### config.mk
export PLATFORM = sky130hd
export DESIGN_NAME = fsq_top
export DESIGN_NICKNAME = d
export VERILOG_FILES = /design/src/design/fsq_pkg.sv /design/src/design/fsq_edge.sv /design/src/design/fsq_irq.sv /design/src/design/fsq_top.sv
export SDC_FILE = /design/constraint.sdc
export NUM_CORES = 1
export LEC_CHECK = 0
export ABC_AREA = 1
export BUFFER_PORTS_ARGS = -buffer_cell sky130_fd_sc_hd__buf_2
export CORE_MARGIN = 3
export CORE_UTILIZATION = 50
export DETAILED_ROUTE_END_ITERATION = 10
export GPL_TIMING_DRIVEN = 0
export PLACE_DENSITY = 0.69
export REMOVE_ABC_BUFFERS = 1
export SETUP_SLACK_MARGIN = 0.15
export SLEW_MARGIN = 10
export SYNTH_ARGS = -nofsm -noshare
export SYNTH_HDL_FRONTEND = slang
export SYNTH_SLANG_ARGS = --single-unit
export TNS_END_PERCENT = 20
### constraint.sdc
create_clock -name CLK_SYS_I -period 12.45 [get_ports CLK_SYS_I]
set_input_delay 2.49 -clock CLK_SYS_I [delete_from_list [all_inputs] [get_ports CLK_SYS_I]]
set_output_delay 2.49 -clock CLK_SYS_I [all_outputs]
set_load 0.05 [all_outputs]
### src/design/fsq_pkg.sv
// Package: register map, reset values, modes and states of the sequencer
// ============================================================
// How it works
// RL1: Five filling methods, other codes refused
// RL2: Pulse mode starts a fill on start
// RL3: Next pulse fill needs fresh start while ready
// RL4: Level mode start is a held run level
// RL5: Level held means cycles repeat without events
// RL6: Dropping level start stops automatic filling
// RL7: Level drop finishes current cycle, then ready
// RL8: Batch count loads quantity, decrements per fill
// RL9: Count at zero stops and refuses fills
// RL10: New batch quantity needed for next batch
// RL11: Batch total adds target after each fill
// RL12: Batch total needs total, ends when reached
// RL13: Bulk trims last pack to hit total
// RL14: Bulk needs total, ends when delivered
// RL15: Spare inputs and outputs disabled after reset
// RL16: Closed discharge gate: feed to weight, signal
package fsq_pkg;
    // ============================================================
    // Register byte offsets
    localparam logic [7:0] FSQ_CTRL_OFF      = 8'h00;
    localparam logic [7:0] FSQ_TARGET_OFF    = 8'h04;
    localparam logic [7:0] FSQ_BATCH_OFF     = 8'h08;
    localparam logic [7:0] FSQ_TOTAL_OFF     = 8'h0c;
    localparam logic [7:0] FSQ_REMAIN_OFF    = 8'h10;
    localparam logic [7:0] FSQ_ACCUM_OFF     = 8'h14;
    localparam logic [7:0] FSQ_STATUS_OFF    = 8'h18;
    localparam logic [7:0] FSQ_IRQ_STAT_OFF  = 8'h1c;
    localparam logic [7:0] FSQ_IRQ_MASK_OFF  = 8'h20;
    localparam logic [7:0] FSQ_SPARE_EN_OFF  = 8'h24;
    localparam logic [7:0] FSQ_SPARE_OUT_OFF = 8'h28;
    localparam logic [7:0] FSQ_SPARE_IN_OFF  = 8'h2c;
    // ============================================================
    // Field positions and reset values
    localparam int         FSQ_SPO_EN_POS  = 16;
    localparam int         FSQ_ERR_POS     = 8;
    localparam logic [2:0] FSQ_METHOD_RST  = 3'h0;
    // ============================================================
    // Filling methods
    localparam logic [2:0] FSQ_M_PULSE = 3'h0;
    localparam logic [2:0] FSQ_M_LEVEL = 3'h1;
    localparam logic [2:0] FSQ_M_BATCH = 3'h2;
    localparam logic [2:0] FSQ_M_TOTAL = 3'h3;
    localparam logic [2:0] FSQ_M_BULK  = 3'h4;
    // ============================================================
    // Interrupt events
    localparam int FSQ_N_IRQ     = 4;
    localparam int FSQ_IRQ_FULL  = 0;
    localparam int FSQ_IRQ_DISCH = 1;
    localparam int FSQ_IRQ_BATCH = 2;
    localparam int FSQ_IRQ_ERR   = 3;
    // ============================================================
    // Sequencer states
    typedef enum logic [3:0] {
        FSQ_READY = 4'h1,
        FSQ_FILL  = 4'h2,
        FSQ_FULL  = 4'h4,
        FSQ_DISCH = 4'h8
    } fsq_state_t;
endpackage : fsq_pkg

### src/design/fsq_edge.sv
// Module: rising edge detector for synchronous level inputs
`timescale 1ns/1ps
module fsq_edge #(
    parameter int W = 1
) (
    input  wire logic         clk_i,
    input  wire logic         rst_i,
    input  wire logic [W-1:0] sig_i,
    output logic      [W-1:0] rise_o
);
    typedef struct packed {
        logic [W-1:0] prev;
    } fsq_edge_st_t;

    fsq_edge_st_t q;
    fsq_edge_st_t d;

    if (W < 1) begin : g_bad_w
        $error("fsq_edge: W must be at least 1");
    end

    always_comb begin
        d      = q;
        d.prev = sig_i;
    end

    always_ff @(posedge clk_i or posedge rst_i) begin
        if (rst_i) begin
            q <= '0;
        end else begin
            q <= d;
        end
    end

    assign rise_o = sig_i & ~q.prev;
endmodule : fsq_edge

### src/design/fsq_irq.sv
// Module: sticky event status, mask and level interrupt
`timescale 1ns/1ps
module fsq_irq #(
    parameter int N = 4
) (
    input  wire logic         clk_i,
    input  wire logic         rst_i,
    input  wire logic [N-1:0] set_i,
    input  wire logic         rd_clr_i,
    input  wire logic [N-1:0] clr_mask_i,
    input  wire logic         mask_wr_i,
    input  wire logic [N-1:0] mask_i,
    output logic      [N-1:0] stat_o,
    output logic      [N-1:0] mask_o,
    output logic              irq_o
);
    typedef struct packed {
        logic [N-1:0] stat;
        logic [N-1:0] mask;
        logic         irq;
    } fsq_irq_st_t;

    fsq_irq_st_t q;
    fsq_irq_st_t d;

    if (N < 1 || N > 32) begin : g_bad_n
        $error("fsq_irq: N must be 1 to 32");
    end

    always_comb begin
        d = q;
        // Only bits that the read returned are cleared; a set wins
        d.stat = (q.stat & ~(rd_clr_i ? clr_mask_i : '0)) | set_i;
        if (mask_wr_i) begin
            d.mask = mask_i;
        end
        d.irq = |(d.stat & d.mask);
    end

    always_ff @(posedge clk_i or posedge rst_i) begin
        if (rst_i) begin
            q <= '0;
        end else begin
            q <= d;
        end
    end

    assign stat_o = q.stat;
    assign mask_o = q.mask;
    assign irq_o  = q.irq;
endmodule : fsq_irq

### src/design/fsq_top.sv
// Module: filling sequencer with APB registers and interrupt
//
// Local design decisions: the register addresses and register access over APB.
`timescale 1ns/1ps
module fsq_top #(
    parameter int WW  = 24,
    parameter int CW  = 16,
    parameter int SIW = 10,
    parameter int SOW = 6
) (
    input  wire logic           CLK_SYS_I,
    input  wire logic           RST_I,
    input  wire logic           PSEL_I,
    input  wire logic           PENABLE_I,
    input  wire logic           PWRITE_I,
    input  wire logic [7:0]     PADDR_I,
    input  wire logic [31:0]    PWDATA_I,
    output logic      [31:0]    PRDATA_O,
    output logic                PREADY_O,
    output logic                PSLVERR_O,
    input  wire logic [WW-1:0]  WEIGHT_I,
    input  wire logic           START_FILL_I,
    input  wire logic           START_DISCH_I,
    input  wire logic           DISCH_CLOSED_I,
    input  wire logic           FEED_OPEN_I,
    input  wire logic           RESET_IN_I,
    input  wire logic [SIW-1:0] SPARE_IN_I,
    output logic                READY_O,
    output logic                COARSE_FEED_O,
    output logic                FEED_GATE_O,
    output logic                FEEDING_O,
    output logic                END_FILL_O,
    output logic                DISCH_GATE_O,
    output logic                END_DISCH_O,
    output logic                ERROR_O,
    output logic      [SOW-1:0] SPARE_OUT_O,
    output logic                IRQ_O
);
    localparam int NI = fsq_pkg::FSQ_N_IRQ;

    typedef struct packed {
        fsq_pkg::fsq_state_t state;
        logic [2:0]          method;
        logic [WW-1:0]       target;
        logic [WW-1:0]       total;
        logic [WW-1:0]       accum;
        logic [WW-1:0]       fill_amt;
        logic [CW-1:0]       remain;
        logic                err;
        logic [SIW-1:0]      spi_en;
        logic [SOW-1:0]      spo_en;
        logic [SOW-1:0]      spo_val;
        logic                pready;
        logic                pslverr;
        logic [31:0]         prdata;
        logic                ready;
        logic                feed;
        logic                feed_gate;
        logic                feeding;
        logic                end_fill;
        logic                disch_gate;
        logic                end_disch;
        logic                error;
        logic [SOW-1:0]      spare_o;
    } fsq_main_t;

    fsq_main_t q;
    fsq_main_t n;

    if (WW < 2 || WW > 32 || CW < 1 || CW > 32 || SIW < 1 || SIW > 16
        || SOW < 1 || SOW > 16) begin : g_bad_par
        $error("fsq_top: width parameter out of range");
    end

    // ============================================================
    // Helpers
    logic [1:0]    rise;
    logic          start_rise;
    logic          disch_rise;
    logic [NI-1:0] irq_set;
    logic [NI-1:0] irq_stat;
    logic [NI-1:0] irq_mask;
    logic          irq_q;
    logic          wr;
    logic          rd;
    logic          setup;
    logic          hit;
    logic [31:0]   rdmux;
    logic          go;
    logic          avail;
    logic [WW-1:0] rem_w;
    logic [WW-1:0] accum_n;
    logic [CW-1:0] remain_n;
    logic          mode_tot;

    fsq_edge #(
        .W      (2)
    ) u_edge (
        .clk_i  (CLK_SYS_I),
        .rst_i  (RST_I),
        .sig_i  ({START_DISCH_I, START_FILL_I}),
        .rise_o (rise)
    );

    assign start_rise = rise[0];
    assign disch_rise = rise[1];

    fsq_irq #(
        .N          (NI)
    ) u_irq (
        .clk_i      (CLK_SYS_I),
        .rst_i      (RST_I),
        .set_i      (irq_set),
        .rd_clr_i   (rd && PADDR_I == fsq_pkg::FSQ_IRQ_STAT_OFF),
        .clr_mask_i (q.prdata[NI-1:0]),
        .mask_wr_i  (wr && PADDR_I == fsq_pkg::FSQ_IRQ_MASK_OFF),
        .mask_i     (PWDATA_I[NI-1:0]),
        .stat_o     (irq_stat),
        .mask_o     (irq_mask),
        .irq_o      (irq_q)
    );

    // ============================================================
    // Read mux
    always_comb begin
        hit   = 1'b1;
        rdmux = '0;
        unique case (PADDR_I)
            fsq_pkg::FSQ_CTRL_OFF:      rdmux = 32'(q.method);
            fsq_pkg::FSQ_TARGET_OFF:    rdmux = 32'(q.target);
            fsq_pkg::FSQ_BATCH_OFF:     rdmux = 32'(q.remain);
            fsq_pkg::FSQ_TOTAL_OFF:     rdmux = 32'(q.total);
            fsq_pkg::FSQ_REMAIN_OFF:    rdmux = 32'(q.remain);
            fsq_pkg::FSQ_ACCUM_OFF:     rdmux = 32'(q.accum);
            fsq_pkg::FSQ_STATUS_OFF:
                rdmux = 32'({q.err, 4'h0, q.state});
            fsq_pkg::FSQ_IRQ_STAT_OFF:  rdmux = 32'(irq_stat);
            fsq_pkg::FSQ_IRQ_MASK_OFF:  rdmux = 32'(irq_mask);
            fsq_pkg::FSQ_SPARE_EN_OFF:
                rdmux = (32'(q.spo_en) << fsq_pkg::FSQ_SPO_EN_POS)
                        | 32'(q.spi_en);
            fsq_pkg::FSQ_SPARE_OUT_OFF: rdmux = 32'(q.spo_val);
            fsq_pkg::FSQ_SPARE_IN_OFF:
                rdmux = 32'(SPARE_IN_I & q.spi_en);  // RL15
            default:                    hit = 1'b0;
        endcase
    end

    // ============================================================
    // Next state
    always_comb begin
        n        = q;
        irq_set  = '0;
        setup    = PSEL_I & ~PENABLE_I;
        wr       = PSEL_I & PENABLE_I & q.pready & PWRITE_I;
        rd       = PSEL_I & PENABLE_I & q.pready & ~PWRITE_I;
        mode_tot = (q.method == fsq_pkg::FSQ_M_TOTAL)
                   || (q.method == fsq_pkg::FSQ_M_BULK);
        rem_w    = WW'(q.total - q.accum);
        accum_n  = WW'(q.accum + q.fill_amt);
        remain_n = CW'(q.remain - 1'b1);
        // Answer one cycle after setup: a single wait-free access
        n.pready  = setup;
        n.pslverr = setup & ~hit;
        n.prdata  = (setup & ~PWRITE_I) ? rdmux : '0;
        n.end_disch = 1'b0;

        if (wr) begin
            unique case (PADDR_I)
                fsq_pkg::FSQ_CTRL_OFF:
                    if (PWDATA_I[2:0] <= fsq_pkg::FSQ_M_BULK) begin
                        n.method = PWDATA_I[2:0];  // RL1
                    end
                fsq_pkg::FSQ_TARGET_OFF:
                    n.target = PWDATA_I[WW-1:0];
                fsq_pkg::FSQ_BATCH_OFF:
                    n.remain = PWDATA_I[CW-1:0];  // RL8 RL10
                fsq_pkg::FSQ_TOTAL_OFF: begin
                    n.total = PWDATA_I[WW-1:0];  // RL12 RL14
                    n.accum = '0;
                end
                fsq_pkg::FSQ_SPARE_EN_OFF: begin
                    n.spi_en = PWDATA_I[SIW-1:0];
                    n.spo_en = PWDATA_I[fsq_pkg::FSQ_SPO_EN_POS +: SOW];
                end
                fsq_pkg::FSQ_SPARE_OUT_OFF:
                    n.spo_val = PWDATA_I[SOW-1:0];
                default: ;
            endcase
        end

        unique case (q.method)
            fsq_pkg::FSQ_M_BATCH: avail = q.remain != '0;  // RL9
            fsq_pkg::FSQ_M_TOTAL,
            fsq_pkg::FSQ_M_BULK:  avail = q.accum < q.total;  // RL12 RL14
            default:              avail = 1'b1;
        endcase
        if (q.method == fsq_pkg::FSQ_M_LEVEL) begin
            go = START_FILL_I;  // RL5 RL6
        end else begin
            go = start_rise & avail;  // RL2 RL3
        end

        unique case (q.state)
            fsq_pkg::FSQ_READY: begin
                if (go && !q.err) begin
                    if (!DISCH_CLOSED_I) begin
                        n.err = 1'b1;  // RL16
                        irq_set[fsq_pkg::FSQ_IRQ_ERR] = 1'b1;
                    end else begin
                        n.state    = fsq_pkg::FSQ_FILL;  // RL16
                        n.fill_amt = q.target;
                        if (q.method == fsq_pkg::FSQ_M_BULK
                            && rem_w < q.target) begin
                            n.fill_amt = rem_w;  // RL13
                        end
                    end
                end
            end
            fsq_pkg::FSQ_FILL: begin
                if (!DISCH_CLOSED_I) begin
                    // Gate opened under a filling hopper: stop at once
                    n.err   = 1'b1;
                    n.state = fsq_pkg::FSQ_READY;
                    irq_set[fsq_pkg::FSQ_IRQ_ERR] = 1'b1;
                end else if (WEIGHT_I >= q.fill_amt) begin
                    n.state = fsq_pkg::FSQ_FULL;  // RL16
                    irq_set[fsq_pkg::FSQ_IRQ_FULL] = 1'b1;
                end
            end
            fsq_pkg::FSQ_FULL: begin
                if (disch_rise) begin
                    n.state = fsq_pkg::FSQ_DISCH;
                end
            end
            fsq_pkg::FSQ_DISCH: begin
                // Runs to empty whatever the level start does
                if (WEIGHT_I == '0) begin
                    n.state     = fsq_pkg::FSQ_READY;  // RL7
                    n.end_disch = 1'b1;
                    irq_set[fsq_pkg::FSQ_IRQ_DISCH] = 1'b1;
                    if (q.method == fsq_pkg::FSQ_M_BATCH) begin
                        n.remain = remain_n;  // RL8
                        if (remain_n == '0) begin
                            irq_set[fsq_pkg::FSQ_IRQ_BATCH] = 1'b1;
                        end
                    end else if (mode_tot) begin
                        n.accum = accum_n;  // RL11 RL13
                        if (accum_n >= q.total) begin
                            irq_set[fsq_pkg::FSQ_IRQ_BATCH] = 1'b1;
                        end
                    end
                end
            end
        endcase

        // Reset input aborts the cycle and clears the error
        if (RESET_IN_I) begin
            n.state     = fsq_pkg::FSQ_READY;
            n.err       = 1'b0;
            n.end_disch = 1'b0;
        end

        n.ready      = (n.state == fsq_pkg::FSQ_READY) & ~n.err & avail;
        n.feed       = n.state == fsq_pkg::FSQ_FILL;
        n.feed_gate  = n.state == fsq_pkg::FSQ_FILL;
        n.feeding    = (n.state == fsq_pkg::FSQ_FILL) & FEED_OPEN_I;
        n.end_fill   = n.state == fsq_pkg::FSQ_FULL;
        n.disch_gate = n.state == fsq_pkg::FSQ_DISCH;
        n.error      = n.err;
        n.spare_o    = n.spo_val & n.spo_en;  // RL15
    end

    always_ff @(posedge CLK_SYS_I or posedge RST_I) begin
        if (RST_I) begin
            q        <= '0;
            q.state  <= fsq_pkg::FSQ_READY;
            q.method <= fsq_pkg::FSQ_METHOD_RST;
        end else begin
            q <= n;
        end
    end

    // ============================================================
    // Outputs
    assign PRDATA_O      = q.prdata;
    assign PREADY_O      = q.pready;
    assign PSLVERR_O     = q.pslverr;
    assign READY_O       = q.ready;
    assign COARSE_FEED_O = q.feed;
    assign FEED_GATE_O   = q.feed_gate;
    assign FEEDING_O     = q.feeding;
    assign END_FILL_O    = q.end_fill;
    assign DISCH_GATE_O  = q.disch_gate;
    assign END_DISCH_O   = q.end_disch;
    assign ERROR_O       = q.error;
    assign SPARE_OUT_O   = q.spare_o;
    assign IRQ_O         = irq_q;
endmodule : fsq_top

==> metrics.md <==
| Metric | Value |
|---|---|
| Part of the Yosys area used for sequential elements | `35.23%` |
| Tcrit/Tclk final | `47.59%` |
| Die Y | `170.7 um` |
| Die width | `170.7 um` |
| Status | `complete, no violations` |
| CP max-delay cell | `nor2_1` |
| WL final | `40230 um` |
| Worst path max stage delay | `0.99 ns` |
| Drt first pass iters | `7` |
| Sum Neg Setup Slack | `0 ns` |
| Total power | `1.524 mW` |
| CTS tree | `done` |
| FF-to-FF path depth | `22` |
| Transition time at the pin with the least slew margin | `1.319 ns` |
| CTS root buf | `clkbuf_16` |
| Ys flop type | `dfrtp_1` |
| Critical setup path kind | `primary input to register` |
| Worst path cell trace | `buf_2 -> nor2_1 -> inv_2 -> nor3_1 -> inv_2 -> nor2_1 -> inv_1 -> o211ai_1 -> nor4_1 -> nand3_1 -> nand2_1 -> a41oi_1` |
| Maximum vdd drop | `0.09092 mV` |
| R2r startpoint | `q[111]` |
| Rows | `59` |
| EDFF count, synth | `0` |
| GRT Resource Usage Total | `27.47%` |
| Post-CTS setup buffers | `0` |
| Area of the die | `29150 um2` |
| Detail Placement HPWL | `32200 um` |
| Hold path cells | `2` |
| Iteration-0 DRC Markers | `1169` |
| Multi-input gate area | `7312 um2` |
| Clock Tree Buf Depth | `2` |
| Critical R2R Capture | `q[87]` |
| Layout Skew | `0.01204 ns` |
| Worst Setup Start Kind | `primary input` |
| Cell count after synthesis | `1754` |
| Hold_ws | `0.5018 ns` |
| Worst Hold Class | `register to register` |
| Synthesized cell area | `13570 um2` |
| RSZ-0062 raised after global routing | `false` |
| Share of layout cells above drive strength 1 | `13.53%` |
| Synth Area per Inst | `7.736 um2` |
| Synth-to-layout area growth | `9.285%` |
| Synth cell types | `57` |
| Critical path data arrival time | `6.24 ns` |
| Comb power frac | `22.0%` |
| Req. time, crit path | `12.76 ns` |
| GPL Wtd Cong | `0.9871` |
| H-tree levels | `4` |
| Post-CTS Resized | `0` |
| Clock slew at reported path FFs | `0.07 ns` |
| Pre-CTS WS | `6.188 ns` |
| Seq cells post-synth | `191` |
| Routed Antenna Nets | `0` |
| DP Area | `14260 um2` |
| Clk pwr share | `35.4%` |
| Cts hold-fix bufs | `0` |
| Ys async rst share | `100.0%` |
| P_sw | `502.4 uW` |
| Hold Path End | `q[69]` |
| Sw frac | `32.97%` |
| FF+latch area | `4781 um2` |
| I/O pin count | `133` |
| ANT cells | `0` |
| # DRC | `0` |
| Nets | `2027` |
| Clk sink count | `191` |
| Total number of vias | `12251` |
| Congestion Overflow GR | `0` |
| Drt wl/cell | `18.56 um` |
| Vias in the first global route | `11512` |
| Final min period | `5.925 ns` |
| Starting density of the core | `51.49%` |
| CTS Buf Count | `17` |
| Cell Pwr Density | `102.7 nW/um2` |
| Latest clock arrival within the worst-skew pair | `0.45 ns` |
| Avg Vias per Cell | `5.651` |
| IO Port Bufs | `116` |
| Slew HR | `11.77%` |
| Fin. Hold Viols | `0` |
| Hold Startpoint | `q[69]` |
| R2r setup slk | `6.98 ns` |
| Crit-path max FO | `21` |
| Post-route setup slack | `6.525 ns` |
| Fmax | `0.1688 GHz` |
| Nature of the critical path endpoint | `register` |
| Core area | `26350 um2` |
| Finish-stage setup viols | `0` |
| First-pass GRT wire length | `62310 um` |
| Fillers | `2433` |
| Sequential Power Share | `42.6%` |
| Internal Power | `1.021 mW` |
| Initial antenna violation count | `0` |
| Pleak | `7.345 nW` |
| Slew Limit Fails | `0` |
| Largest net degree at the start of global routing | `112` |
| Max-cap violations | `0` |
| Ys Warns | `0` |
| Design Area, Final | `14830 um2` |
-- state kept, by name (all words and copies together), names as in the netlist, 2 cells and up --
register and count:
PRDATA_O 24, SPARE_OUT_O 6, q 141, u_edge.q 2, u_irq.mask_o 4, u_irq.stat_o 4
-- per-stage QoR --
step                instances  utilization, %
CTS                      2168           56.27
global route             2168           56.27
detailed placement       2136           54.12
floorplan                1679               -
global placement         2130           53.49
finish                   2168           56.27
-- cell usage after synthesis (3+ instances only) --
library cell / n / share of area, %
a2111oi_0: 3 / 0.19
a211oi_1: 9 / 0.50
a21o_1: 3 / 0.17
a21oi_1: 123 / 4.5
a221oi_1: 9 / 0.58
a31oi_1: 9 / 0.41
a41oi_1: 12 / 0.77
buf_2: 15 / 0.55
buf_4: 42 / 2.3
clkbuf_1: 23 / 0.64
dfrtp_1: 190 / 35
ha_1: 121 / 11
inv_1: 257 / 7.1
inv_2: 14 / 0.39
nand2_1: 331 / 9.2
nand2_2: 10 / 0.46
nand3_1: 66 / 2.4
nand3_2: 4 / 0.30
nand4_1: 14 / 0.65
nor2_1: 129 / 3.6
nor2_2: 9 / 0.41
nor3_1: 22 / 0.81
nor3_2: 4 / 0.30
nor4_1: 4 / 0.18
o211ai_1: 15 / 0.83
o21a_1: 4 / 0.22
o21ai_0: 106 / 3.9
o21ai_1: 38 / 1.4
o21ai_2: 18 / 1.2
o21bai_1: 4 / 0.22
o221ai_1: 3 / 0.19
o22ai_1: 21 / 0.97
o22ai_2: 17 / 1.6
o31ai_1: 17 / 0.94
or2_2: 4 / 0.18
xnor2_1: 11 / 0.71
xor2_1: 46 / 3.0
-- logic make-up (layout without fill, tap and decap cells) --
family,count (synthesis),in the layout,share of synthesized area (%)
buffers and inverters,354,426,11.24
AOI/OAI and AO/OA,419,419,19.09
xor gates and xnor gates,57,57,3.679
DFF,191,191,35.23
other,1,8,0.02764
adders and majority gates,123,123,11.45
and+or+nand+nor,609,609,19.28
-- worst max-delay path by stage --
stage | startpoint | end | depth (start not counted)
detailed placement | PADDR_I[1] | PRDATA_O[13] | 12
global route | PADDR_I[1] | PRDATA_O[10] | 12
floorplan | RST_I | DISCH_GATE_O | 1
CTS | PADDR_I[1] | PRDATA_O[13] | 12
global placement | RST_I | FEED_GATE_O | 2
finish | PADDR_I[1] | PRDATA_O[13] | 12
-- layer usage --
| layer | track usage, % | vias up | share of wire [%] |
|---|---|---|---|
| met3 | 4.274 | 54 | 8.8 |
| li1 | - | 5938 | - |
| met1 | 41.69 | 5733 | 47 |
| met4 | 8.325 | 0 | 2.8 |
| met2 | 40.38 | 526 | 42 |
| met5 | 0 | - | 0 |
-- worst max-delay path, delay by kind of cell --
| kind | cells | cell delay [ns] |
|---|---|---|
| AO/OA/AOI/OAI | 2 | 0.77 |
| buffers and inverters | 4 | 0.89 |
| AND/OR/NAND/NOR | 6 | 2.06 |
-- cell usage in the layout, fill, tap and decap left out, types with 17 or more instances in the layout --
cell,instances
a21oi_1,123
inv_1,256
buf_2,116
nand3_1,66
o22ai_1,21
o22ai_2,17
xor2_1,46
o21ai_0,106
clkbuf_16,17
ha_1,121
o31ai_1,17
o21ai_1,38
o21ai_2,18
nand2_1,330
nor3_1,22
nor2_1,125
dfrtp_1,190
-- power groups by stage --
stage | sequential [mW] | clock, mW | combinational, mW
detailed placement | 0.661 | 0 | 0.329
CTS | 0.649 | 0.543 | 0.333
global placement | 0.661 | 0 | 0.323
finish | 0.649 | 0.540 | 0.335
floorplan | 0.666 | 0 | 0.230
global route | 0.651 | 0.568 | 0.380
-- final cells by class --
type,instances,share of cell area [%]
multi-input combinational,1216,49.31
sequential,191,32.24
inverter,272,6.969
timing repair buffer,122,4.843
clock buffer,18,2.962
tap,335,2.827
clock inverter,14,0.8522
No activity file was read; power rests on OpenSTA's default activity.
